`config.mk`:
```
export PLATFORM = sky130hd
export DESIGN_NAME = gppfm_top
export DESIGN_NICKNAME = d
export VERILOG_FILES = /design/src/core/gppfm_pkg.sv /design/src/core/gppfm_sync.sv /design/src/core/gppfm_pass_pair.sv /design/src/core/gppfm_top.sv
export SDC_FILE = /design/constraint.sdc
export NUM_CORES = 1
export LEC_CHECK = 0
export BUFFER_PORTS_ARGS = -buffer_cell sky130_fd_sc_hd__buf_2
export CAP_MARGIN = 20
export CORE_MARGIN = 2
export CORE_UTILIZATION = 48
export DETAILED_ROUTE_END_ITERATION = 12
export PLACE_DENSITY = 0.83
export SYNTH_ARGS = -nofsm -noshare
export SYNTH_HDL_FRONTEND = slang
export SYNTH_SLANG_ARGS = --single-unit
export TNS_END_PERCENT = 5
```
`constraint.sdc`:
```
create_clock -name clk -period 2.7 [get_ports clk]
set_clock_uncertainty 0.15 [all_clocks]
set_input_delay 0.81 -clock clk [delete_from_list [all_inputs] [get_ports clk]]
set_output_delay 0.81 -clock clk [all_outputs]
set_load 0.01 [all_outputs]
```
`src/core/gppfm_pkg.sv`:
```
package gppfm_pkg;

  // ==========================================================
  // Register map, embedded controller local space
  // ==========================================================
  localparam int unsigned ADDR_W          = 16;
  localparam int unsigned DATA_W          = 8;
  localparam logic [15:0] FUNC_SEL1_ADDR  = 16'h7F3D;
  localparam logic [15:0] PASS_SEL_ADDR   = 16'h7F85;
  localparam logic [7:0]  FUNC_SEL1_RESET = 8'h00;
  localparam logic [7:0]  PASS_SEL_RESET  = 8'h00;
  // Writable bits; reserved bits stay zero and read as zero
  localparam logic [7:0]  FUNC_SEL1_WMASK = 8'hDF;
  localparam logic [7:0]  PASS_SEL_WMASK  = 8'h0F;
  localparam logic [7:0]  UNMAPPED_READ   = 8'h00;

  // ==========================================================
  // Field positions of pin_function_select_one
  // ==========================================================
  localparam int unsigned SERIAL_PINS_BIT = 7;
  localparam int unsigned GATE_BIT        = 6;
  localparam int unsigned PWM_ZERO_BIT    = 4;
  localparam int unsigned RX_LED_BIT      = 3;
  localparam int unsigned TX_LED_BIT      = 2;
  localparam int unsigned PS2_PINS_BIT    = 1;
  localparam int unsigned IRQ_PIN_BIT     = 0;

  // ==========================================================
  // Pass-through ports and levels
  // ==========================================================
  localparam int unsigned PASS_PAIRS      = 4;
  localparam int unsigned PASS_SEL_FIELDS = 4;
  localparam logic        LVL_LO          = 1'b0;
  localparam logic        LVL_HI          = 1'b1;
  localparam logic        DIR_OUT         = 1'b1;

  // Shared-pin routing chosen by (scan13_select, gate_select)
  typedef enum logic [1:0] {
    ROUTE_DEFAULT,
    ROUTE_GATE,
    ROUTE_SCAN13,
    ROUTE_BOTH
  } gppfm_route_e;

endpackage

```
`src/core/gppfm_sync.sv`:
```
module gppfm_sync #(
  parameter int unsigned W = 1
) (
  input  wire logic         clk,
  input  wire logic         rst_b,
  input  wire logic [W-1:0] async_in,
  output logic      [W-1:0] sync_out
);
  import gppfm_pkg::*;

  logic [W-1:0] meta_q;

  // Reset high: pins idle pulled up, so no false edge at release
  always_ff @(posedge clk or negedge rst_b) begin
    if (!rst_b) begin
      meta_q   <= {W{LVL_HI}};
      sync_out <= {W{LVL_HI}};
    end else begin
      meta_q   <= async_in;
      sync_out <= meta_q;
    end
  end

endmodule // gppfm_sync

```
`src/core/gppfm_pass_pair.sv`:
```
module gppfm_pass_pair (
  input  wire logic sel,
  input  wire logic src_level,
  input  wire logic gpio_out,
  input  wire logic gpio_dir,
  output logic      pin_out,
  output logic      pin_oe
);
  import gppfm_pkg::*;

  // Own output logic is cut off entirely while passing through
  always_comb begin
    if (sel) begin
      pin_out = src_level;
      pin_oe  = LVL_HI;
    end else begin
      pin_out = gpio_out;
      pin_oe  = (gpio_dir == DIR_OUT);
    end
  end

endmodule // gppfm_pass_pair

```
`src/core/gppfm_top.sv`:
```
module gppfm_top #(
  parameter int unsigned NUM_PAIRS = gppfm_pkg::PASS_PAIRS
) (
  input  wire logic                         clk,
  input  wire logic                         rst_b,
  input  wire logic [gppfm_pkg::ADDR_W-1:0] mcu_addr,
  input  wire logic                         mcu_wr_en,
  input  wire logic [gppfm_pkg::DATA_W-1:0] mcu_wr_data,
  input  wire logic                         mcu_rd_en,
  output logic      [gppfm_pkg::DATA_W-1:0] mcu_rd_data,
  input  wire logic                         scan13_select,
  input  wire logic [NUM_PAIRS-1:0]         source_pin,
  input  wire logic [NUM_PAIRS-1:0]         partner_gpio_out,
  input  wire logic [NUM_PAIRS-1:0]         partner_gpio_dir,
  output logic      [NUM_PAIRS-1:0]         partner_pin,
  output logic      [NUM_PAIRS-1:0]         partner_pin_oe,
  output logic      [NUM_PAIRS-1:0]         source_level,
  input  wire logic                         general_output_eight,
  input  wire logic                         keyboard_host_reset,
  input  wire logic                         addr_line_gate,
  input  wire logic                         scan_drive_twelve,
  input  wire logic                         scan_drive_thirteen,
  input  wire logic                         gpio17_out,
  input  wire logic                         gpio17_oe,
  input  wire logic                         gpio18_out,
  input  wire logic                         gpio18_oe,
  output logic                              general_output_eight_pin,
  output logic                              scan_drive_twelve_pin,
  output logic                              scan_drive_thirteen_pin,
  output logic                              scan_drive_thirteen_pin_oe,
  output logic                              gpio17_pin,
  output logic                              gpio17_pin_oe,
  input  wire logic                         gpio8_out,
  input  wire logic                         gpio8_oe,
  input  wire logic                         gpio9_out,
  input  wire logic                         gpio9_oe,
  input  wire logic                         uart_txd,
  input  wire logic                         gpio8_pin_in,
  output logic                              gpio8_pin,
  output logic                              gpio8_pin_oe,
  output logic                              gpio9_pin,
  output logic                              gpio9_pin_oe,
  output logic                              uart_rxd,
  input  wire logic                         general_output_ten,
  input  wire logic                         pwm_zero,
  output logic                              general_output_ten_pin,
  input  wire logic                         floppy_led_n,
  input  wire logic                         fdd_pin_in,
  output logic                              fdd_pin,
  output logic                              fdd_pin_oe,
  output logic                              mcu_serial_rx,
  input  wire logic                         power_led_n,
  input  wire logic                         mcu_serial_tx,
  output logic                              pwr_pin,
  input  wire logic                         general_output_one,
  input  wire logic                         irq_eight_n,
  output logic                              general_output_one_pin,
  input  wire logic                         gpio20_out,
  input  wire logic                         gpio20_oe,
  input  wire logic                         gpio21_out,
  input  wire logic                         gpio21_oe,
  input  wire logic                         ps2_chan_en,
  input  wire logic                         ps2_clk_drive_low,
  input  wire logic                         ps2_dat_drive_low,
  input  wire logic                         gpio20_pin_in,
  input  wire logic                         gpio21_pin_in,
  output logic                              gpio20_pin,
  output logic                              gpio20_pin_oe,
  output logic                              gpio21_pin,
  output logic                              gpio21_pin_oe,
  output logic                              ps2_pullup_en,
  output logic                              ps2_clk_in,
  output logic                              ps2_dat_in
);
  import gppfm_pkg::*;

  // ==========================================================
  // Elaboration checks
  // ==========================================================
  if (NUM_PAIRS < 1 || NUM_PAIRS > PASS_SEL_FIELDS) begin : g_chk
    $error("NUM_PAIRS must be 1 to 4");
  end

  // ==========================================================
  // Helpers
  // ==========================================================
  function automatic logic reg_hit(
    input logic [ADDR_W-1:0] addr,
    input logic [ADDR_W-1:0] target
  );
    reg_hit = (addr == target);
  endfunction

  function automatic gppfm_route_e route_of(
    input logic scan13,
    input logic gate
  );
    gppfm_route_e r;
    r = ROUTE_DEFAULT;
    case ({scan13, gate})
      2'h0: r = ROUTE_DEFAULT;
      2'h1: r = ROUTE_GATE;
      2'h2: r = ROUTE_SCAN13;
      2'h3: r = ROUTE_BOTH;
      default: r = ROUTE_DEFAULT;
    endcase
    route_of = r;
  endfunction

  // ==========================================================
  // Register file
  // ==========================================================
  logic [DATA_W-1:0] pass_sel_q;
  logic [DATA_W-1:0] pass_sel_d;
  logic [DATA_W-1:0] func_sel_q;
  logic [DATA_W-1:0] func_sel_d;
  logic [DATA_W-1:0] rd_data_q;

  always_comb begin
    pass_sel_d = pass_sel_q;
    func_sel_d = func_sel_q;
    if (mcu_wr_en && reg_hit(mcu_addr, PASS_SEL_ADDR)) begin
      pass_sel_d = mcu_wr_data & PASS_SEL_WMASK;
    end
    if (mcu_wr_en && reg_hit(mcu_addr, FUNC_SEL1_ADDR)) begin
      func_sel_d = mcu_wr_data & FUNC_SEL1_WMASK;
    end
  end

  always_ff @(posedge clk or negedge rst_b) begin
    if (!rst_b) begin
      pass_sel_q <= PASS_SEL_RESET;
      func_sel_q <= FUNC_SEL1_RESET;
    end else begin
      pass_sel_q <= pass_sel_d;
      func_sel_q <= func_sel_d;
    end
  end

  // Read returns the value held before a same-cycle write
  always_ff @(posedge clk or negedge rst_b) begin
    if (!rst_b) begin
      rd_data_q <= UNMAPPED_READ;
    end else if (mcu_rd_en) begin
      if (reg_hit(mcu_addr, PASS_SEL_ADDR)) begin
        rd_data_q <= pass_sel_q;
      end else if (reg_hit(mcu_addr, FUNC_SEL1_ADDR)) begin
        rd_data_q <= func_sel_q;
      end else begin
        rd_data_q <= UNMAPPED_READ;
      end
    end
  end

  assign mcu_rd_data = rd_data_q;

  // ==========================================================
  // Pin input synchronisers
  // ==========================================================
  localparam int unsigned SYNC_W = NUM_PAIRS + 4;

  logic [SYNC_W-1:0] pins_sync;
  logic              gpio8_s;
  logic              fdd_s;
  logic              gpio20_s;
  logic              gpio21_s;

  gppfm_sync #(
    .W (SYNC_W)
  ) u_sync (
    .clk      (clk),
    .rst_b    (rst_b),
    .async_in ({gpio21_pin_in, gpio20_pin_in, fdd_pin_in,
                gpio8_pin_in, source_pin}),
    .sync_out (pins_sync)
  );

  assign gpio8_s  = pins_sync[NUM_PAIRS];
  assign fdd_s    = pins_sync[NUM_PAIRS+1];
  assign gpio20_s = pins_sync[NUM_PAIRS+2];
  assign gpio21_s = pins_sync[NUM_PAIRS+3];
  // Source levels always reach interrupt and wake logic
  assign source_level = pins_sync[NUM_PAIRS-1:0];

  // ==========================================================
  // Pass-through pairs
  // ==========================================================
  // Sources are synchronised before they are forwarded, so a
  // partner follows its source two clocks plus one output flop late
  logic [NUM_PAIRS-1:0] part_d;
  logic [NUM_PAIRS-1:0] part_oe_d;
  logic [NUM_PAIRS-1:0] part_q;
  logic [NUM_PAIRS-1:0] part_oe_q;

  for (genvar i = 0; i < NUM_PAIRS; i++) begin : g_pair
    gppfm_pass_pair u_pair (
      .sel       (pass_sel_d[i]),
      .src_level (source_level[i]),
      .gpio_out  (partner_gpio_out[i]),
      .gpio_dir  (partner_gpio_dir[i]),
      .pin_out   (part_d[i]),
      .pin_oe    (part_oe_d[i])
    );
  end

  always_ff @(posedge clk or negedge rst_b) begin
    if (!rst_b) begin
      part_q    <= '0;
      part_oe_q <= '0;
    end else begin
      part_q    <= part_d;
      part_oe_q <= part_oe_d;
    end
  end

  assign partner_pin    = part_q;
  assign partner_pin_oe = part_oe_q;

  // ==========================================================
  // Function mux, built from next register values
  // ==========================================================
  // Scan pins also serve flash programming; that takeover lies
  // outside and overrides these outputs at the pad.
  gppfm_route_e route;
  logic         ps2_on;
  logic [23:0]  fn_d;
  logic [23:0]  fn_q;

  assign route  = route_of(scan13_select, func_sel_d[GATE_BIT]);
  assign ps2_on = func_sel_d[PS2_PINS_BIT];

  always_comb begin
    fn_d = '0;
    // Shared pins: output 8, scan 12, scan 13, pin 17
    case (route)
      ROUTE_DEFAULT: begin
        fn_d[0] = general_output_eight;
        fn_d[1] = scan_drive_twelve;
        fn_d[2] = scan_drive_thirteen;
        fn_d[3] = LVL_HI;
        fn_d[4] = gpio17_out;
        fn_d[5] = gpio17_oe;
      end
      ROUTE_GATE: begin
        fn_d[0] = keyboard_host_reset;
        fn_d[1] = scan_drive_twelve;
        fn_d[2] = scan_drive_thirteen;
        fn_d[3] = LVL_HI;
        fn_d[4] = addr_line_gate;
        fn_d[5] = LVL_HI;
      end
      ROUTE_SCAN13: begin
        fn_d[0] = general_output_eight;
        fn_d[1] = general_output_eight;
        fn_d[2] = gpio18_out;
        fn_d[3] = gpio18_oe;
        fn_d[4] = gpio17_out;
        fn_d[5] = gpio17_oe;
      end
      ROUTE_BOTH: begin
        fn_d[0] = keyboard_host_reset;
        fn_d[1] = keyboard_host_reset;
        fn_d[2] = gpio18_out;
        fn_d[3] = gpio18_oe;
        fn_d[4] = addr_line_gate;
        fn_d[5] = LVL_HI;
      end
      default: begin
        fn_d[0] = general_output_eight;
        fn_d[1] = scan_drive_twelve;
        fn_d[2] = scan_drive_thirteen;
        fn_d[3] = LVL_HI;
        fn_d[4] = gpio17_out;
        fn_d[5] = gpio17_oe;
      end
    endcase
    // Serial pins 8 and 9; idle receive line reads high
    if (func_sel_d[SERIAL_PINS_BIT]) begin
      fn_d[6]  = LVL_LO;
      fn_d[7]  = LVL_LO;
      fn_d[8]  = uart_txd;
      fn_d[9]  = LVL_HI;
      fn_d[10] = gpio8_s;
    end else begin
      fn_d[6]  = gpio8_out;
      fn_d[7]  = gpio8_oe;
      fn_d[8]  = gpio9_out;
      fn_d[9]  = gpio9_oe;
      fn_d[10] = LVL_HI;
    end
    fn_d[11] = func_sel_d[PWM_ZERO_BIT] ? pwm_zero
                                        : general_output_ten;
    if (func_sel_d[RX_LED_BIT]) begin
      fn_d[12] = LVL_LO;
      fn_d[13] = LVL_LO;
      fn_d[14] = fdd_s;
    end else begin
      fn_d[12] = floppy_led_n;
      fn_d[13] = LVL_HI;
      fn_d[14] = LVL_HI;
    end
    fn_d[15] = func_sel_d[TX_LED_BIT] ? mcu_serial_tx
                                      : power_led_n;
    fn_d[16] = func_sel_d[IRQ_PIN_BIT] ? irq_eight_n
                                       : general_output_one;
    // PS/2 pads are open drain: drive low or release
    if (ps2_on) begin
      fn_d[17] = LVL_LO;
      fn_d[18] = ps2_clk_drive_low;
      fn_d[19] = LVL_LO;
      fn_d[20] = ps2_dat_drive_low;
    end else begin
      fn_d[17] = gpio20_out;
      fn_d[18] = gpio20_oe;
      fn_d[19] = gpio21_out;
      fn_d[20] = gpio21_oe;
    end
    // Receive paths are shared between channels, so a channel
    // that is off must look idle high or it corrupts the other
    fn_d[21] = !(ps2_on && ps2_chan_en);
    fn_d[22] = (ps2_on && ps2_chan_en) ? gpio20_s : LVL_HI;
    fn_d[23] = (ps2_on && ps2_chan_en) ? gpio21_s : LVL_HI;
  end

  // Idle-high lines reset high so nothing sees a false start bit
  always_ff @(posedge clk or negedge rst_b) begin
    if (!rst_b) begin
      fn_q <= '0;
      fn_q[10] <= LVL_HI;
      fn_q[12] <= LVL_HI;
      fn_q[13] <= LVL_HI;
      fn_q[14] <= LVL_HI;
      fn_q[15] <= LVL_HI;
      fn_q[21] <= LVL_HI;
      fn_q[22] <= LVL_HI;
      fn_q[23] <= LVL_HI;
    end else begin
      fn_q <= fn_d;
    end
  end

  // ==========================================================
  // Pin outputs
  // ==========================================================
  assign general_output_eight_pin      = fn_q[0];
  assign scan_drive_twelve_pin     = fn_q[1];
  assign scan_drive_thirteen_pin     = fn_q[2];
  assign scan_drive_thirteen_pin_oe  = fn_q[3];
  assign gpio17_pin    = fn_q[4];
  assign gpio17_pin_oe = fn_q[5];
  assign gpio8_pin     = fn_q[6];
  assign gpio8_pin_oe  = fn_q[7];
  assign gpio9_pin     = fn_q[8];
  assign gpio9_pin_oe  = fn_q[9];
  assign uart_rxd      = fn_q[10];
  assign general_output_ten_pin     = fn_q[11];
  assign fdd_pin       = fn_q[12];
  assign fdd_pin_oe    = fn_q[13];
  assign mcu_serial_rx = fn_q[14];
  assign pwr_pin       = fn_q[15];
  assign general_output_one_pin      = fn_q[16];
  assign gpio20_pin    = fn_q[17];
  assign gpio20_pin_oe = fn_q[18];
  assign gpio21_pin    = fn_q[19];
  assign gpio21_pin_oe = fn_q[20];
  assign ps2_pullup_en = fn_q[21];
  assign ps2_clk_in    = fn_q[22];
  assign ps2_dat_in    = fn_q[23];

endmodule // gppfm_top

```
# Yosys cells after proc, flatten, opt, wreduce, memory -nomap -nowiden

Index checks and enable logic that the tools add are counted.
W data, S select, Z words.

Multiplexer cells: 22
Reductions and logical operators: 6
Equal/unequal tests: 8

Operators with widths:

| cell                   | count |
|---|---|
| $eq A16 B15 Y1 const B | 2 |
| $mux W8                | 3 |
| $pmux W6 S4            | 1 |
| $mux W1                | 13 |
| $eq A2 B2 Y1 const B   | 4 |
| $mux W4                | 2 |
| $pmux W2 S4            | 1 |
| $mux W5                | 1 |
| $eq A2 B1 Y1 const B   | 2 |
| $logic_not A2 Y1       | 2 |
| $logic_and A1 B1 Y1    | 3 |
| $mux W3                | 1 |
| $logic_not A1 Y1       | 1 |

Output and inout bits: 44
Flip-flop bits (word level): 67
Word-level logic and storage cells: 44
Input bits: 73

# Depth between registers and ports, before layout

Depth in word-level cells: 7
Gate-level depth with buffers: 6

# Hierarchy

Synthesis repeated with hierarchy kept, for this count alone.

Cell total of the unflattened synthesis: 149
Area total of the unflattened synthesis: 2,452.4 um^2

Modules (own cells, without submodules):

| module          | seq. area each (um^2) | times used | area an instance (um^2) | cells each |
|---|---|---|---|---|
| gppfm_top       | 1,261.2               | 1          | 1,946.9                 | 125 |
| gppfm_sync      | 420.4                 | 1          | 420.4                   | 16 |
| gppfm_pass_pair | 0.0                   | 4          | 21.3                    | 2 |

# Worst setup path after synthesis

Ideal clock, no wire load.

Path type: in2reg
From: in mcu_addr[1] (netlist name)
To: reg fn_q[8]
Buffers on the path: 0
Setup slack: 0.259 ns
Data arrival time: 2.166 ns
Setup time: 0.125 ns
Stages on the path: 5
Path through: and4bb_2 -> nand3_2 -> nor2_2 -> mux2i_1 -> mux2_2

Word-level cells in the longest chain between the ends: 4

RTL lines:

| what                 | line             | RTL |
|---|---|---|
| from (decl)          | gppfm_top.sv:6   | `input wire logic [gppfm_pkg::ADDR_W-1:0] mcu_addr,` |
| $eq A16 B15 Y1       | gppfm_top.sv:91  | `reg_hit = (addr == target);` |
| $logic_and A1 B1 Y1  | gppfm_top.sv:125 | `if (mcu_wr_en && reg_hit(mcu_addr, FUNC_SEL1_ADDR)) begin` |
| $mux W8              | gppfm_top.sv:125 |  |
| $mux W5              | gppfm_top.sv:278 | `if (func_sel_d[SERIAL_PINS_BIT]) begin` |
| via fn_d[8]          | gppfm_top.sv:226 | `logic [23:0] fn_d;` |
| to (signal assigned) | gppfm_top.sv:338 | `fn_q <= fn_d;` |
| to (decl)            | gppfm_top.sv:227 | `logic [23:0] fn_q;` |

The timed path passes the listed nets, and every way through them passes these cells.
A chain may end at the register's enable or synchronous reset.

# Final worst setup path

From: in mcu_addr[6] (netlist name)
To: reg fn_q[18]

Word-level cells in the longest chain between the ends: 4

RTL lines:

| what                | line             | RTL |
|---|---|---|
| $eq A16 B15 Y1      | gppfm_top.sv:91  |  |
| $logic_and A1 B1 Y1 | gppfm_top.sv:125 |  |
| $mux W8             | gppfm_top.sv:125 |  |
| via func_sel_d[1]   | gppfm_top.sv:116 | `logic [DATA_W-1:0] func_sel_d;` |
| $mux W4             | gppfm_top.sv:307 | `if (ps2_on) begin` |
| via fn_d[18]        | gppfm_top.sv:226 |  |

The timed path passes the listed nets, and every way through them passes these cells.

==> qor.csv <==
stage;metric;value;unit
setup_path;Max stage delay on crit path;0.31;ns
finish;fraction of layout cells with a size suffix above 1;63.2;%
cts;Clock Tree Buf Depth;2;
sta;final slew viol count;0;
finish;Final Core Density;68.6;%
finish;final cell count without fillers;363;
cts;CTS tree;done;
finish;design area;0.00324;mm2
finish;filler instances;364;
yosys;register area share after synthesis;71.2;%
sta;final setup vio count;0;
setup_path;Worst path slowest cell;mux2i_1;
die;die extent in x;74.2;um
setup_path;crit path launch;mcu_addr[6];
power_and_ir_drop;power density of the placed cells;601;mW/mm2
setup_path;R2R setup slack;1.37;ns
grt;initial antenna violation count;0;
grt;GRT overflow;0;
setup_path;worst path required time;2.77;ns
setup_path;crit path kind;input port to register;
route;DRC violations left;0;
route;routed len/inst;12.5;um
sta;post-layout min period;2.29;ns
route;1st-pass router iterations;3;
yosys;most area-consuming cells after synthesis;dfrtp_1 44%, dfstp_2 27%, mux2_2 7.6%, mux2i_1 3.0%, inv_1 2.5%;
yosys;Syn Nets;236;
setup_path;cell breakdown of the critical path;buf_2 > and4bb_2 > nand3_2 > nor2_2 > buf_4 > mux2i_1 > inv_2 > mux2_2;
route;ANT nets after route;0;
setup_path;Setup crit end kind;register;
die;standard-cell rows;25;
finish;# diodes;0;
finish;Final #Nets;364;
power_and_ir_drop;P_leak;1.63;nW
cts;clk_lat worst skew;0.33;ns
cts;CTS resizes;0;
hold_path;Hold EP;u_sync.sync_out[2];
sta;RSZ-0062 raised after global routing;no;
setup_path;FF-to-FF End;fn_q[0];
yosys;post-synth top area share;44.5;%
yosys;asr flop ratio synth;100;%
route;Post-Route WL;4.54;mm
route;vias;1626;
cts;Setup Buffers After CTS;0;
grt;largest net degree at the start of global routing;67;
route;Via density;4.48;
placed_design;GPL Wtd Cong;0.666;
sta;worst setup margin;0.412;ns
cts;# clock sinks;66;
die;core footprint;0.00472;mm2
cts;CTS root buffer;clkbuf_8;
status;status;finished, final reports clean;
die;Die Area;0.00550;mm2
grt;number of global-route vias before repair;1682;
finish;Syn-to-layout area delta;37.1;%
setup_path;R2R depth;3;
power_and_ir_drop;Max VDD drop;0.386;mV
hold_path;HP Start;u_sync.meta_q[2];
placed_design;Post-Place Worst Slack;0.0781;ns
yosys;Synth Flop Type;dfrtp_1;
yosys;Post-Syn Area;0.00236;mm2
sta;Setup TNS;0;ns
die;Initial Utilization;50.0;%
hold_path;Hold Path Class;register to register;
placed_design;placed cell area;0.00305;mm2
sta;fin crit share;84.7;%
cts;number of buffers created by CTS;9;
sta;Final Hold Viols;0;
job;MaxCap Viol Count;0;
setup_path;Startpoint Class;input port;
route;initial drt markers;52;
setup_path;Critical Path AT;2.35;ns
yosys;mean area per synthesized cell;14.5;um2
setup_path;CP top delay family;multiplexers;
die;Die Span Y;74.2;um
sta;highest clock rate;437;MHz
setup_path;crit path buf inv count;3;
grt;Total GRT Usage;17.7;%
yosys;YS warnings;0;
placed_design;PortBufs;114;
placed_design;placed cell count;347;
cts;H-tree depth;3;
die;IO Pins;117;
cts;hold buffer count at cts;0;
grt;global-route wire length before repair;7.01;mm
setup_path;reg2reg start;func_sel_q[6];
yosys;Post-Syn Instances;163;
yosys;Synth area leader;dfrtp_1;
cts;clock-pin transition on the worst setup and hold timing paths;0.07;ns
placed_design;DP Wirelength;3.35;mm
setup_path;Worst Path Max Fanout;6;
yosys;Yosys cell types;30;
yosys;number of synthesized register bits;66;
yosys;EDFF count, synth;0;
hold_path;Hold Crit Depth;0;
[stage by stage]
stage               hold slack, ns  power [mW]
detailed placement           0.197        1.19
CTS                          0.202        1.98
global route                 0.212        2.03
floorplan                    0.195        1.10
finish                       0.204        1.95
global placement             0.195        1.19
[worst max path at each step]
stage / slack [ns] / endpoint / cells after the start
after detailed placement: 0.08 / partner_pin[3] / 7
final: 0.41 / fn_q[18] / 8
after global routing: 0.29 / partner_pin[3] / 7
after CTS: 0.42 / partner_pin[3] / 7
after floorplan: 0.26 / fn_q[8] / 5
after global placement: 0.11 / partner_pin[3] / 7
[worst reg2reg max path: cells and delay by family, from the launching register on]
kind             cells  cell delay [ns]
AND/OR/NAND/NOR      1             0.22
multiplexers         1             0.34
AO/OA/AOI/OAI        1             0.11
flip-flops           1             0.39
[cells in the mapped netlist (all sizes together), types with 4 or more instances]
cell type and n:
mux2i 7, a22oi 4, dfrtp 42, o21ai 8, buf 5, and2 6, dfstp 24, inv 17
nand2 6, nand2b 6, mux2 16, nor2 5
[cell families after synthesis]
| logic type | count (synthesis) | share of synthesized area (%) |
|---|---|---|
| mux | 23 | 10.6 |
| compound gates | 14 | 3.55 |
| flops | 66 | 71.2 |
| buf+inv | 22 | 4.29 |
| other cells | 1 | 0.159 |
| simple gates | 37 | 10.2 |
[state kept, by name (all words and copies together), names as in the netlist]
signal	cells
u_sync.sync_out	8
mcu_rd_data	7
partner_pin	4
pass_sel_q	4
u_sync.meta_q	8
func_sel_q	7
partner_pin_oe	4
fn_q	24
[layer usage]
layer	vias up	part of all wire, %	global-route usage [%]	wire length (um)
li1	786	-	-	-
met1	768	39	18.1	1770
met2	67	52	31.3	2340
met3	5	8.0	7.45	364
met4	0	1.3	8.48	61
met5	-	0	0	0
[power breakdown]
part	total [mW]	switching (mW)	internal, mW	leakage [nW]
Sequential	1.04	0.00810	1.03	0.782
Combinational	0.134	0.0631	0.0708	0.754
Clock	0.773	0.349	0.424	0.0893
[area by class of cell]
class	instances	area [um2]	share of cell area (%)
multi-input cells	75	579	17.9
repair buffers	122	643	19.9
clock inverters	5	55.1	1.70
clock buffers	11	131	4.06
flip-flops and latches	66	1680	51.9
inverters	17	63.8	1.97
well taps	67	83.8	2.59
[cells in the final DEF (no fill, tap or decap), types with 2 or more instances in the layout]
| cell | n |
|---|---|
| nand3b_1 | 2 |
| mux2_2 | 16 |
| nor2_1 | 3 |
| buf_4 | 7 |
| or2b_1 | 2 |
| and2_1 | 3 |
| or2_2 | 2 |
| and2_2 | 2 |
| a22oi_1 | 4 |
| clkinv_2 | 2 |
| clkbuf_1 | 2 |
| dfrtp_1 | 42 |
| o21ai_0 | 8 |
| inv_1 | 16 |
| clkbuf_8 | 9 |
| nand2_1 | 6 |
| dfstp_2 | 24 |
| nand2b_1 | 6 |
| buf_2 | 114 |
| clkinvlp_4 | 2 |
| nor2_2 | 2 |
| mux2i_1 | 7 |
(Power assumes the default switching activity.)
